===== src/logic/sup_timer_pkg.sv =====
// constants shared by the supervision timer and its tick prescaler
`default_nettype none
package sup_timer_pkg;
   localparam logic [1:0]  SEL_RC_OSC    = 2'h0;
   localparam logic [1:0]  SEL_PCLK      = 2'h1;
   localparam logic [1:0]  SEL_RTC       = 2'h2;
   localparam logic [1:0]  PRESC_LAST    = 2'h3;
   localparam logic [1:0]  PRESC_RESET   = 2'h0;
   localparam logic [7:0]  FEED_KEY_1    = 8'hAA;
   localparam logic [7:0]  FEED_KEY_2    = 8'h55;
   localparam logic [31:0] LOAD_MIN      = 32'h0000_0100;
   localparam logic [31:0] LOAD_RESET    = 32'h0000_0100;
   localparam logic [31:0] COUNT_EXPIRE  = 32'h0000_0001;
   typedef enum logic {FEED_IDLE, FEED_ARMED} feed_state_t;
endpackage
`default_nettype wire


===== src/logic/sup_tick_if.sv =====
// tick source selection and prescaled tick between timer and prescaler
`timescale 1ns/1ps
`default_nettype none
interface sup_tick_if;
   logic [1:0] sel;
   logic       rc_osc_tick;
   logic       rtc_tick;
   logic       tick;
   modport presc (input sel, input rc_osc_tick, input rtc_tick, output tick);
   modport timer (output sel, output rc_osc_tick, output rtc_tick, input tick);
endinterface
`default_nettype wire


===== src/logic/sup_timer.sv =====
// supervision timer: reload counter, feed check, enable lock and reset cause
//
// Behaviour
// - once enabled, expiry without reload fires the configured reset or interrupt; valid reloads restart
// - software may enable but never disable; only reset or a timer event disables
// - wrong or unfinished feed while enabled fires the configured reset or interrupt
// - a readable flag shows the last chip reset came from this timer
// - 32-bit loadable counter advanced through a built-in prescaler
// - period steps of four timer clocks, from 256x4 up to 2^32x4
// - timer clock chosen from rtc clock, internal rc oscillator, or bus clock
`timescale 1ns/1ps
`default_nettype none
module sup_timer (
   input  wire logic        CLK,
   input  wire logic        RST,
   input  wire logic        POR,
   input  wire logic [1:0]  CLK_SEL,
   input  wire logic        RC_OSC_TICK,
   input  wire logic        RTC_TICK,
   input  wire logic        ENABLE_SET,
   input  wire logic        RESET_MODE,
   input  wire logic        LOAD_WR,
   input  wire logic [31:0] LOAD_VALUE,
   input  wire logic        FEED_WR,
   input  wire logic [7:0]  FEED_DATA,
   input  wire logic        OTHER_WR,
   input  wire logic        CAUSE_CLR,
   output logic             CHIP_RESET_REQ,
   output logic             INT_REQ,
   output logic             ENABLED,
   output logic             CAUSE_FLAG,
   output logic [31:0]      COUNT
);
   sup_timer_pkg::feed_state_t feed_ff;
   sup_timer_pkg::feed_state_t nxt_feed;
   logic [31:0]                cnt_ff;
   logic [31:0]                nxt_cnt;
   logic [31:0]                load_ff;
   logic [31:0]                nxt_load;
   logic                       en_ff;
   logic                       nxt_en;
   logic                       rst_req_ff;
   logic                       nxt_rst_req;
   logic                       int_ff;
   logic                       nxt_int;
   logic                       cause_ff;
   logic                       nxt_cause;
   logic                       good_feed;
   logic                       bad_feed;
   logic                       expire;
   logic                       fire;
   logic                       tick;

   sup_tick_if tif ();

   // ****************************************
   // tick source
   // ****************************************
   assign tif.sel      = CLK_SEL;
   assign tif.rc_osc_tick = RC_OSC_TICK;
   assign tif.rtc_tick = RTC_TICK;
   assign tick         = tif.tick;

   sup_tick_prescaler u_presc (
      .clk (CLK),
      .rst (RST),
      .tif (tif)
   );

   // values 1..255 give the shortest period, 0 gives the longest
   function automatic logic [31:0] clamp_load(input logic [31:0] v);
      if ((v != 32'h0000_0000) && (v < sup_timer_pkg::LOAD_MIN)) begin
         clamp_load = sup_timer_pkg::LOAD_MIN;
      end else begin
         clamp_load = v;
      end
   endfunction

   // ****************************************
   // feed sequence
   // ****************************************
   always_comb begin
      good_feed = 1'b0;
      bad_feed  = 1'b0;
      nxt_feed  = feed_ff;
      case (feed_ff)
         sup_timer_pkg::FEED_IDLE: begin
            if (FEED_WR) begin
               if (FEED_DATA == sup_timer_pkg::FEED_KEY_1) begin
                  nxt_feed = sup_timer_pkg::FEED_ARMED;
               end else begin
                  bad_feed = 1'b1;
               end
            end
         end
         sup_timer_pkg::FEED_ARMED: begin
            if (OTHER_WR) begin
               bad_feed = 1'b1;
               nxt_feed = sup_timer_pkg::FEED_IDLE;
            end else if (FEED_WR) begin
               nxt_feed = sup_timer_pkg::FEED_IDLE;
               if (FEED_DATA == sup_timer_pkg::FEED_KEY_2) begin
                  good_feed = 1'b1;
               end else begin
                  bad_feed = 1'b1;
               end
            end
         end
         default: begin
            nxt_feed = sup_timer_pkg::FEED_IDLE;
         end
      endcase
   end

   always_ff @(posedge CLK) begin
      if (RST) begin
         feed_ff <= sup_timer_pkg::FEED_IDLE;
      end else begin
         feed_ff <= nxt_feed;
      end
   end

   // ****************************************
   // counter, enable and response
   // ****************************************
   always_comb begin
      expire      = en_ff && tick && (cnt_ff == sup_timer_pkg::COUNT_EXPIRE);
      fire        = expire || (en_ff && bad_feed);
      nxt_load    = LOAD_WR ? clamp_load(LOAD_VALUE) : load_ff;
      nxt_en      = en_ff;
      nxt_cnt     = cnt_ff;
      nxt_rst_req = fire && RESET_MODE;
      nxt_int     = fire && !RESET_MODE;
      if (fire) begin
         nxt_en  = 1'b0;
         nxt_cnt = load_ff;
      end else begin
         if (ENABLE_SET) begin
            nxt_en = 1'b1;
         end
         if (good_feed || (ENABLE_SET && !en_ff)) begin
            nxt_cnt = load_ff;
         end else if (en_ff && tick) begin
            nxt_cnt = cnt_ff - 32'h0000_0001;
         end
      end
   end

   always_ff @(posedge CLK) begin
      if (RST) begin
         en_ff      <= 1'b0;
         cnt_ff     <= sup_timer_pkg::LOAD_RESET;
         load_ff    <= sup_timer_pkg::LOAD_RESET;
         rst_req_ff <= 1'b0;
         int_ff     <= 1'b0;
      end else begin
         en_ff      <= nxt_en;
         cnt_ff     <= nxt_cnt;
         load_ff    <= nxt_load;
         rst_req_ff <= nxt_rst_req;
         int_ff     <= nxt_int;
      end
   end

   // ****************************************
   // reset cause flag
   // ****************************************
   always_comb begin
      nxt_cause = cause_ff;
      if (CAUSE_CLR) begin
         nxt_cause = 1'b0;
      end
      if (nxt_rst_req) begin
         nxt_cause = 1'b1;
      end
   end

   // kept across the chip reset it causes, cleared by CAUSE_CLR or at power-on
   always_ff @(posedge CLK) begin
      if (POR) begin
         cause_ff <= 1'b0;
      end else begin
         cause_ff <= nxt_cause;
      end
   end

   assign CHIP_RESET_REQ = rst_req_ff;
   assign INT_REQ        = int_ff;
   assign ENABLED        = en_ff;
   assign CAUSE_FLAG     = cause_ff;
   assign COUNT          = cnt_ff;

   // ****************************************
   // checks
   // ****************************************
   chk_expire_resets: assert property (@(posedge CLK) disable iff (RST)
      (en_ff && tick && cnt_ff == sup_timer_pkg::COUNT_EXPIRE && RESET_MODE)
      |=> CHIP_RESET_REQ && !ENABLED)
      else $error("expiry did not request a chip reset");

   chk_feed_reloads: assert property (@(posedge CLK) disable iff (RST)
      (en_ff && good_feed && !expire) |=> COUNT == $past(load_ff))
      else $error("valid feed did not reload the counter");

   chk_no_sw_disable: assert property (@(posedge CLK) disable iff (RST)
      (en_ff && !fire) |=> ENABLED)
      else $error("timer disabled without a timer event");

   chk_bad_feed_fires: assert property (@(posedge CLK) disable iff (RST)
      (en_ff && FEED_WR && feed_ff == sup_timer_pkg::FEED_IDLE
         && FEED_DATA != sup_timer_pkg::FEED_KEY_1)
      |=> (CHIP_RESET_REQ || INT_REQ) ##1 !(CHIP_RESET_REQ || INT_REQ))
      else $error("wrong feed key did not fire a one-cycle response");

   chk_armed_abort: assert property (@(posedge CLK) disable iff (RST)
      (en_ff && OTHER_WR && feed_ff == sup_timer_pkg::FEED_ARMED && !RESET_MODE)
      |=> INT_REQ && !CHIP_RESET_REQ)
      else $error("unfinished feed did not raise the interrupt");

   chk_cause_set: assert property (@(posedge CLK) disable iff (POR)
      CHIP_RESET_REQ |-> CAUSE_FLAG)
      else $error("reset cause flag missing after timer reset");

   chk_count_step: assert property (@(posedge CLK) disable iff (RST)
      (en_ff && tick && !fire && !good_feed && !ENABLE_SET)
      |=> COUNT == $past(cnt_ff) - 32'h0000_0001)
      else $error("counter did not step down on a prescaled tick");

   chk_min_period: assert property (@(posedge CLK) disable iff (RST)
      (LOAD_WR && LOAD_VALUE != 32'h0000_0000 && LOAD_VALUE < sup_timer_pkg::LOAD_MIN)
      |=> load_ff == sup_timer_pkg::LOAD_MIN)
      else $error("short timeout not raised to the minimum");
endmodule
`default_nettype wire


===== src/logic/sup_tick_prescaler.sv =====
// clock source select and divide-by-four prescaler for the supervision timer
`timescale 1ns/1ps
`default_nettype none
module sup_tick_prescaler (
   input  wire logic    clk,
   input  wire logic    rst,
   sup_tick_if.presc    tif
);
   logic [1:0] div_ff;
   logic [1:0] nxt_div;
   logic       src_tick;

   // ****************************************
   // source select and divider
   // ****************************************
   always_comb begin
      case (tif.sel)
         sup_timer_pkg::SEL_RC_OSC: src_tick = tif.rc_osc_tick;
         sup_timer_pkg::SEL_PCLK: src_tick = 1'b1;
         sup_timer_pkg::SEL_RTC:  src_tick = tif.rtc_tick;
         default:                 src_tick = 1'b0;
      endcase
      nxt_div = src_tick ? div_ff + 2'h1 : div_ff;
   end

   always_ff @(posedge clk) begin
      if (rst) begin
         div_ff <= sup_timer_pkg::PRESC_RESET;
      end else begin
         div_ff <= nxt_div;
      end
   end

   assign tif.tick = src_tick && (div_ff == sup_timer_pkg::PRESC_LAST);

   // ****************************************
   // checks
   // ****************************************
   chk_tick_spacing: assert property (@(posedge clk) disable iff (rst)
      tif.tick |=> !tif.tick [*3])
      else $error("prescaled tick came sooner than four source ticks");
endmodule
`default_nettype wire


===== config.mk =====
export PLATFORM = sky130hd
export DESIGN_NAME = sup_timer
export DESIGN_NICKNAME = d
export VERILOG_FILES = /design/src/logic/sup_timer_pkg.sv /design/src/logic/sup_tick_if.sv /design/src/logic/sup_timer.sv /design/src/logic/sup_tick_prescaler.sv
export SDC_FILE = /design/constraint.sdc
export NUM_CORES = 1
export LEC_CHECK = 0
export BUFFER_PORTS_ARGS = -buffer_cell sky130_fd_sc_hd__buf_4
export CAP_MARGIN = 20
export CORE_MARGIN = 2
export CORE_UTILIZATION = 35
export DETAILED_ROUTE_END_ITERATION = 8
export SLEW_MARGIN = 5
export SYNTH_ARGS = -nofsm -noshare
export SYNTH_HDL_FRONTEND = slang
export SYNTH_SLANG_ARGS = --single-unit
export TNS_END_PERCENT = 20

===== constraint.sdc =====
create_clock -name CLK -period 3.2 [get_ports CLK]
set_input_delay 0 -clock CLK [delete_from_list [all_inputs] [get_ports CLK]]
set_output_delay 0 -clock CLK [all_outputs]
set_load 0.02 [all_outputs]

==> impl_metrics.toml, run 1 <==
[cts]
postCtsResizedCells = 0
worstSkewPairLatency_ns = 0.36
numCtsBuffers = 9
holdBufCountCts = 38
htreeDepth = 3
clockBufferDepth = 2
path_clk_slew_ns = 0.08
cts_root_buf = "clkbuf_8"
clkSinkCount = 71
cts_setup_buffers = 0
cts_tree = "done"

[synthesis]
yosys_register_bits = 71
syn-cell-area_um2 = 3591
yosys.cell_count.top_type = "dfxtp_1"
syn_nets = 455
synth.top_cell.area_share = 0.3958
yosysSeqAreaShare = 0.3958
synth_top_family_by_area = "simple AND/OR/NAND/NOR gates"
synthAdderAreaFrac = 0.01045
synth-xor-area-share = 0.05854
ys_warn_count = 0
ys.flop_type = "dfxtp_1"
synth_edf_count = 0
synth-compound-area-share = 0.1460
synth_cells = 399
synth_mux_area_frac = 0.1038
avgSynthCellArea_um2 = 9.000
ys_top_cells_by_count = "dfxtp_1 (71), nor2_1 (44), nor4_1 (31)"
yosys.area_share.simple = 0.2321
ys_types = 45
yosys.area.top_type = "dfxtp_1"
synth_area_leaders = "dfxtp_1 (40%), mux2i_1 (8.1%), nor4_1 (5.4%)"
async_flop_share = 0

[layout]
layout-drive-gt1-share = 0.2352
fin_cells = 656
finalInstanceArea_um2 = 4955
antenna_cells = 0
nFillCells = 922
synthToLayoutAreaGrowth_pct = 37.98
final_util = 0.5023
num-nets-final = 574

[global_route]
grt_util_all_layers = 0.1935
grt_max_degree = 73
grt_antenna_before_repair = 0
grt_pass1_wl_mm = 16.90
grt_pass1_vias = 3329
grt_overflow_total = 0

[run_status]
status = "finished, final reports clean"

[placed_design]
place_area_um2 = 4347
dp_cells = 601
dpl.hpwl_mm = 7.482
gp_congestion = 0.8259
port_buffers = 88

[min_path]
hp-start = "OTHER_WR"
min_to = "feed_ff"
hp-class = "in2reg"
hold_depth = 4

[die]
fp.dieW_um = 105.3
dieArea_um2 = 11090
initial_utilization = 0.3640
die_h_um = 105.3
ios = 89
core_um2 = 9864
rows = 36

[critical_path]
worstSetupPathType = "reg2reg"
cp-end-kind = "register"
reg2reg_from = "COUNT[4]"
reg2reg_slack_ns = 0.50
cp.required_ns = 3.50
r2r_cells = 8
path_max_fanout = 15
cp_data_arrival_time_ns = 3.00
startpoint_type = "register"
rr_endpoint = "CAUSE_FLAG"

[timing]
setup_viol = 0
fin_setup_tns_ns = 0
rsz0062_at_grt = "false"
slew_headroom = 0.4960
period_needed_ns = 2.701
hold_viol_final = 0
worst_pin_slew_ns = 0.7560
holdWs_ns = 0.04452
fin_crit_sh = 0.8440
max_freq_mhz = 370.3
final_max_slew_viol_count = 0
skew_ns = 0.007926

[flow_run]
drv_cap = 0

[power_and_ir_drop]
cellPowerDensity_nw_per_um2 = 433.1
vdd_drop_max_mv = 0.2075
p_leak_uw = 0.001967

[detailed_routing]
final_antenna_net_count = 0
wl_per_cell_um = 16.32
vias = 3443
viasPerCell = 5.248
drc = 0
routed_wl_mm = 10.70
drt_iter0_drc = 176
first_pass_iters = 6
worst max-delay path: stages, from the launching register on:
cell	delay, ns
dfxtp_1	0.38
nor4_1	0.50
nand4_1	0.15
buf_4	0.22
nor4_2	0.30
buf_4	0.28
o21ai_0	0.11
a21oi_1	0.14
dlygate4sd3_1	0.56
worst max-delay path by stage:
stage | start | to | cells after the start
after floorplan | COUNT[4] | COUNT[12] | 7
after CTS | COUNT[4] | CAUSE_FLAG | 8
after detailed placement | COUNT[4] | COUNT[3] | 7
after global routing | COUNT[4] | CAUSE_FLAG | 8
final | COUNT[4] | CAUSE_FLAG | 8
after global placement | COUNT[4] | COUNT[3] | 7
registers in the layout, summed over array words and instances, names as in the netlist:
register        count
CAUSE_FLAG          1
CHIP_RESET_REQ      1
COUNT              32
ENABLED             1
INT_REQ             1
feed_ff             1
load_ff            32
u_presc.div_ff      2
through the flow:
stage	total power [µW]	setup slack [ns]
6_report	2146	0.4992
3_5_place_dp	1327	0.6838
4_1_cts	2161	0.5593
2_1_floorplan	1190	0.8646
5_1_grt	2241	0.3336
3_3_place_gp	1319	0.7298
where the power goes:
group	leakage [µW]	internal (µW)	switching, µW
clock network	0.000102	440	362
registers	0.000582	928	38.7
logic	0.00128	183	193
total	0.00197	1550	595
area by class of cell:
| cell class | instances | area (µm²) | share of cell area |
|---|---|---|---|
| Tap cell | 133 | 166.4 | 0.03359 |
| Multi-Input combinational cell | 285 | 1978 | 0.3992 |
| Clock inverter | 7 | 96.34 | 0.01944 |
| Sequential cell | 71 | 1421 | 0.2869 |
| Clock buffer | 9 | 123.9 | 0.02500 |
| Timing Repair Buffer | 135 | 1109 | 0.2237 |
| Inverter | 16 | 60.06 | 0.01212 |
cells in the final DEF, fill, tap and decap left out, types with 3 or more instances in the layout:
| cell | Yosys | routed |
|---|---|---|
| a21oi_1 | 15 | 15 |
| buf_4 | 0 | 97 |
| clkbuf_8 | 0 | 9 |
| clkinvlp_4 | 0 | 3 |
| dfxtp_1 | 71 | 71 |
| dlygate4sd3_1 | 0 | 38 |
| ha_1 | 3 | 3 |
| inv_1 | 16 | 16 |
| mux2_4 | 4 | 4 |
| mux2i_1 | 29 | 29 |
| nand2_1 | 11 | 11 |
| nand2b_1 | 4 | 4 |
| nand4_1 | 4 | 4 |
| nand4b_1 | 3 | 3 |
| nor2_1 | 44 | 44 |
| nor2b_1 | 15 | 15 |
| nor3_1 | 11 | 11 |
| nor4_1 | 31 | 31 |
| nor4bb_1 | 3 | 3 |
| o211ai_1 | 5 | 5 |
| o21ai_0 | 8 | 8 |
| o311ai_0 | 10 | 10 |
| o31a_1 | 3 | 3 |
| o31ai_1 | 11 | 11 |
| o32ai_1 | 10 | 10 |
| or3_1 | 11 | 11 |
| or4_1 | 4 | 4 |
| xnor2_1 | 21 | 21 |
| xor2_1 | 3 | 3 |
metal layers:
metal / up-vias / wire length (µm) / GRT usage
met5: - / 0 / 0
met1: 1611 / 5157 / 0.2606
li1: 1714 / - / -
met4: 0 / 216 / 0.07429
met2: 98 / 4811 / 0.2977
met3: 20 / 519 / 0.04762
kinds of logic (layout without fill, tap and decap cells):
kind of cell             count (synthesis)  in the layout
AND/OR/NAND/NOR                        151            151
AO/OA/AOI/OAI                           72             72
flip-flops                              71             71
buffers and inverters                   43            167
multiplexers                            35             35
XOR/XNOR                                24             24
adder cells (fa/ha/maj)                  3              3
Power figures use the tool's default switching activity.
==> inputs of run 2 (changes only) <==
- clock period: 3.2 -> 2.3 ns (I/O delays scaled with it)
==> impl_metrics.toml, run 2 (same netlist as run 1, synthesis figures left out) <==
[run_status]
status = "finished, final reports clean"

[layout]
fin_cells = 669
num-nets-final = 590
antenna_cells = 0
finalInstanceArea_um2 = 5061
final_common_cell = "buf_4"
layout-drive-gt1-share = 0.2519
synthToLayoutAreaGrowth_pct = 40.94
layout_common_cells = "buf_4 (112), dfxtp_1 (71), nor2_1 (44)"

[detailed_routing]
drc = 0
vias = 3451
final_antenna_net_count = 0
wl_per_cell_um = 15.64
viasPerCell = 5.158
routed_wl_mm = 10.46
drt_iter0_drc = 248
first_pass_iters = 5

[min_path]
hp-start = "RST"
min_to = "u_presc.div_ff[0]"
hold_depth = 2
hp-class = "in2reg"

[critical_path]
r2r_cells = 8
worstSetupPathType = "reg2reg"
path_max_fanout = 13
cp-end-kind = "register"
slowest_delay_ns = 0.34
cp_data_arrival_time_ns = 2.36
startpoint_type = "register"
reg2reg_from = "u_presc.div_ff[0]"
rr_endpoint = "COUNT[27]"
cp.required_ns = 2.56
path_cells = "ha_1 -> and3b_1 -> o21ai_0 -> nor4_4 -> or3_1 -> buf_4 -> buf_12 -> o32ai_1"
reg2reg_slack_ns = 0.20
crit_slowest_cell = "or3_1"

[cts]
numCtsBuffers = 9
worstSkewPairLatency_ns = 0.35
cts_root_buf = "clkbuf_8"
path_clk_slew_ns = 0.07
cts_setup_buffers = 0
clockBufferDepth = 2
holdBufCountCts = 38
postCtsResizedCells = 0
clkSinkCount = 71
htreeDepth = 3
cts_tree = "done"

[die]
initial_utilization = 0.3640
ios = 89
core_um2 = 9864
dieArea_um2 = 11090
rows = 36
die_h_um = 105.3
fp.dieW_um = 105.3

[timing]
rsz0062_at_grt = "false"
max_freq_mhz = 475.3
hold_viol_final = 0
setup_slack_ns = 0.1962
skew_ns = 0.009334
fin_setup_tns_ns = 0
fin_crit_sh = 0.9147
period_needed_ns = 2.104
setup_viol = 0
slew_headroom = 0.5609
worst_pin_slew_ns = 0.6557
final_max_slew_viol_count = 0
holdWs_ns = 0.02374

[global_route]
grt_pass1_wl_mm = 16.84
grt_overflow_total = 0
grt_max_degree = 49
grt_util_all_layers = 0.1920
grt_antenna_before_repair = 0
grt_pass1_vias = 3258

[power_and_ir_drop]
switching_power_uw = 771.2
intPower_uw = 2116
p_seq_frac = 0.465
vdd_drop_max_mv = 0.2687
combinationalPowerShare = 0.193
p_leak_uw = 0.002044
p_sw_frac = 0.2672
cellPowerDensity_nw_per_um2 = 570.4
pwr-share-clk = 0.341

[placed_design]
port_buffers = 88
dpl.hpwl_mm = 7.610
dp_cells = 618
place_area_um2 = 4496
pre_cts_ws_ns = 0.09990
gp_congestion = 0.8377

[flow_run]
drv_cap = 0
## run 2: worst max-delay path: cells and delay by family, from the launching register on
kind	cells	cell delay, ns
AO/OA/AOI/OAI	2	0.45
adder cells (fa/ha/maj)	1	0.22
buffers and inverters	2	0.37
flip-flops	1	0.32
AND/OR/NAND/NOR	3	0.64
## run 2: power by group through the flow
stage,combinational (µW),clock [µW],sequential (µW)
after floorplan,268,0,1390
after global placement,498,0,1370
after detailed placement,505,0,1370
after CTS,557,1000,1340
after global routing,606,1050,1350
final,558,985,1340
## run 2: final cells by class
type	instances	area, µm²
Multi-Input combinational cell	285	1987
Clock inverter	1	30.03
Fill cell	924	4803
Tap cell	133	166.4
Sequential cell	71	1421
Inverter	16	60.06
Timing Repair Buffer	151	1241
Clock buffer	12	155.1
## run 2: worst max path at each step
stage / from / to / cells past startpoint
after global placement: FEED_DATA[1] / COUNT[26] / 8
after global routing: COUNT[0] / COUNT[28] / 8
final: u_presc.div_ff[0] / COUNT[27] / 8
after CTS: u_presc.div_ff[0] / COUNT[25] / 8
after floorplan: COUNT[4] / COUNT[12] / 7
after detailed placement: FEED_DATA[1] / COUNT[29] / 8
## run 2: per-stage QoR
| stage | util | total power (µW) |
|---|---|---|
| finish | 0.5131 | 2887 |
| global route | 0.5131 | 3007 |
| CTS | 0.5131 | 2901 |
| detailed placement | 0.4557 | 1875 |
| global placement | 0.4557 | 1867 |
| floorplan | - | 1658 |
## run 2: per-layer routing
metal,routed length (µm),up-vias,GRT usage,share of wire
met5,0,-,0,0
met4,206,0,0.07619,0.020
met3,534,16,0.03154,0.051
met2,4790,112,0.2931,0.46
met1,4931,1569,0.2693,0.47
li1,-,1754,-,-
==> inputs of run 3 (changes only) <==
- REMOVE_ABC_BUFFERS: unset -> 1
==> impl_metrics.toml, run 3 (same netlist as run 1, synthesis figures left out) <==
[run_status]
status = "finished, final reports clean"

[timing]
fin_crit_sh = 0.9270
max_freq_mhz = 469.0
setup_viol = 0
setup_slack_ns = 0.1680
rsz0062_at_grt = "false"
slew_headroom = 0.5614
worst_pin_slew_ns = 0.6519
hold_viol_final = 0
period_needed_ns = 2.132
final_max_slew_viol_count = 0
skew_ns = 0.007479

[die]
ios = 89
rows = 36
initial_utilization = 0.3640
dieArea_um2 = 11090
fp.dieW_um = 105.3
die_h_um = 105.3
core_um2 = 9864

[critical_path]
rr_endpoint = "COUNT[2]"
path_max_fanout = 32
cp.required_ns = 2.54
critPathLaunch = "COUNT[9]"
startpoint_type = "register"
path_delay_family = "simple AND/OR/NAND/NOR gates"
path_cells = "nor4_1 -> nand4_1 -> nor4_2 -> or3_1 -> buf_12 -> mux2_2"
cp-end-kind = "register"
reg2reg_slack_ns = 0.17
reg2reg_from = "COUNT[9]"
slowest_delay_ns = 0.36
worstSetupPathType = "reg2reg"
critPathCapture = "COUNT[2]"
r2r_cells = 6
crit_slowest_cell = "nor4_1"
cp_data_arrival_time_ns = 2.37
path_depth = 6
crit_buf_inv = 1

[global_route]
grt_pass1_wl_mm = 17.76
grt_max_degree = 47
grt_util_all_layers = 0.2003
grt_pass1_vias = 3501
grt_overflow_total = 0
grt_antenna_before_repair = 0

[detailed_routing]
vias = 3513
drt_iter0_drc = 155
viasPerCell = 5.251
final_antenna_net_count = 0
routed_wl_mm = 11.04
wl_per_cell_um = 16.51
first_pass_iters = 4
drc = 0

[min_path]
hp-class = "in2reg"

[cts]
path_clk_slew_ns = 0.08
cts_root_buf = "clkbuf_8"
clkSinkCount = 71
worstSkewPairLatency_ns = 0.35
numCtsBuffers = 9
htreeDepth = 3
cts_setup_buffers = 0
clockBufferDepth = 2
cts_tree = "done"

[power_and_ir_drop]
finalPower_uw = 3123
cellPowerDensity_nw_per_um2 = 612.5
vdd_drop_max_mv = 0.3889
p_leak_uw = 0.002055

[placed_design]
dpl.hpwl_mm = 7.611
gp_congestion = 0.8403
port_buffers = 88
pre_cts_ws_ns = 0.1046

[layout]
layout_common_cells = "buf_4 (109), dfxtp_1 (71), nor2_1 (44)"
layout-drive-gt1-share = 0.2537
num-nets-final = 587
antenna_cells = 0
final_common_cell = "buf_4"
synthToLayoutAreaGrowth_pct = 41.99

[flow_run]
drv_cap = 0
==> run 3: changes by cell type in the layout (fill, tap and decap cells not counted), sizes merged <==
cell	previous run	this run
buf	113	110
bufinv	1	3
clkbuf	12	10
clkinv	0	2
clkinvlp	0	1
==> run 3: worst min-delay path by stage <==
stage / startpoint / cells past startpoint / to / slack (ns)
after floorplan: POR / 1 / CAUSE_FLAG / 0.07
after global placement: POR / 2 / CAUSE_FLAG / 0.15
after detailed placement: POR / 2 / CAUSE_FLAG / 0.16
after CTS: RST / 2 / load_ff[26] / 0.03
after global routing: RST / 2 / load_ff[4] / 0.03
final: RST / 2 / load_ff[4] / 0.03
==> run 3: where the power goes <==
part | internal (µW) | switching (µW)
clock | 746 | 478
sequential | 1290 | 51.6
combinational | 277 | 279
total | 2320 | 808
==> run 3: cell type report <==
class                           instances  area, µm²
Fill cell                             930       4766
Multi-Input combinational cell        285       1987
Sequential cell                        71       1421
Timing Repair Buffer                  148       1219
Tap cell                              133      166.4
Clock buffer                           10      137.6
Clock inverter                          6      107.6
Inverter                               16      60.06
==> run 3: metrics by stage <==
step                      hold slack [ns]  std cells    util  setup TNS (ns)  area (µm²)
after detailed placement           0.1602        615  0.4526               0        4464
after global placement             0.1538        615  0.4526               0        4464
after floorplan                   0.06907        372       -          -28.49        3460
final                             0.03329        669  0.5169               0        5099
after CTS                         0.02523        669  0.5160               0        5090
after global routing              0.02938        669  0.5169               0        5099
==> run 3: repair_timing <==
action	4_1_cts	5_1_grt
hold endpoints to repair	37	0
endpoints found under the setup margin	0	5
hold buffers	38	0
gates resized for setup	0	1
==> run 3: metal layers <==
layer | up-vias | track usage | share of wire
met1 | 1684 | 0.2544 | 0.45
li1 | 1738 | - | -
met4 | 0 | 0.04857 | 0.0083
met5 | - | 0 | 0
met2 | 84 | 0.3424 | 0.49
met3 | 7 | 0.04700 | 0.045
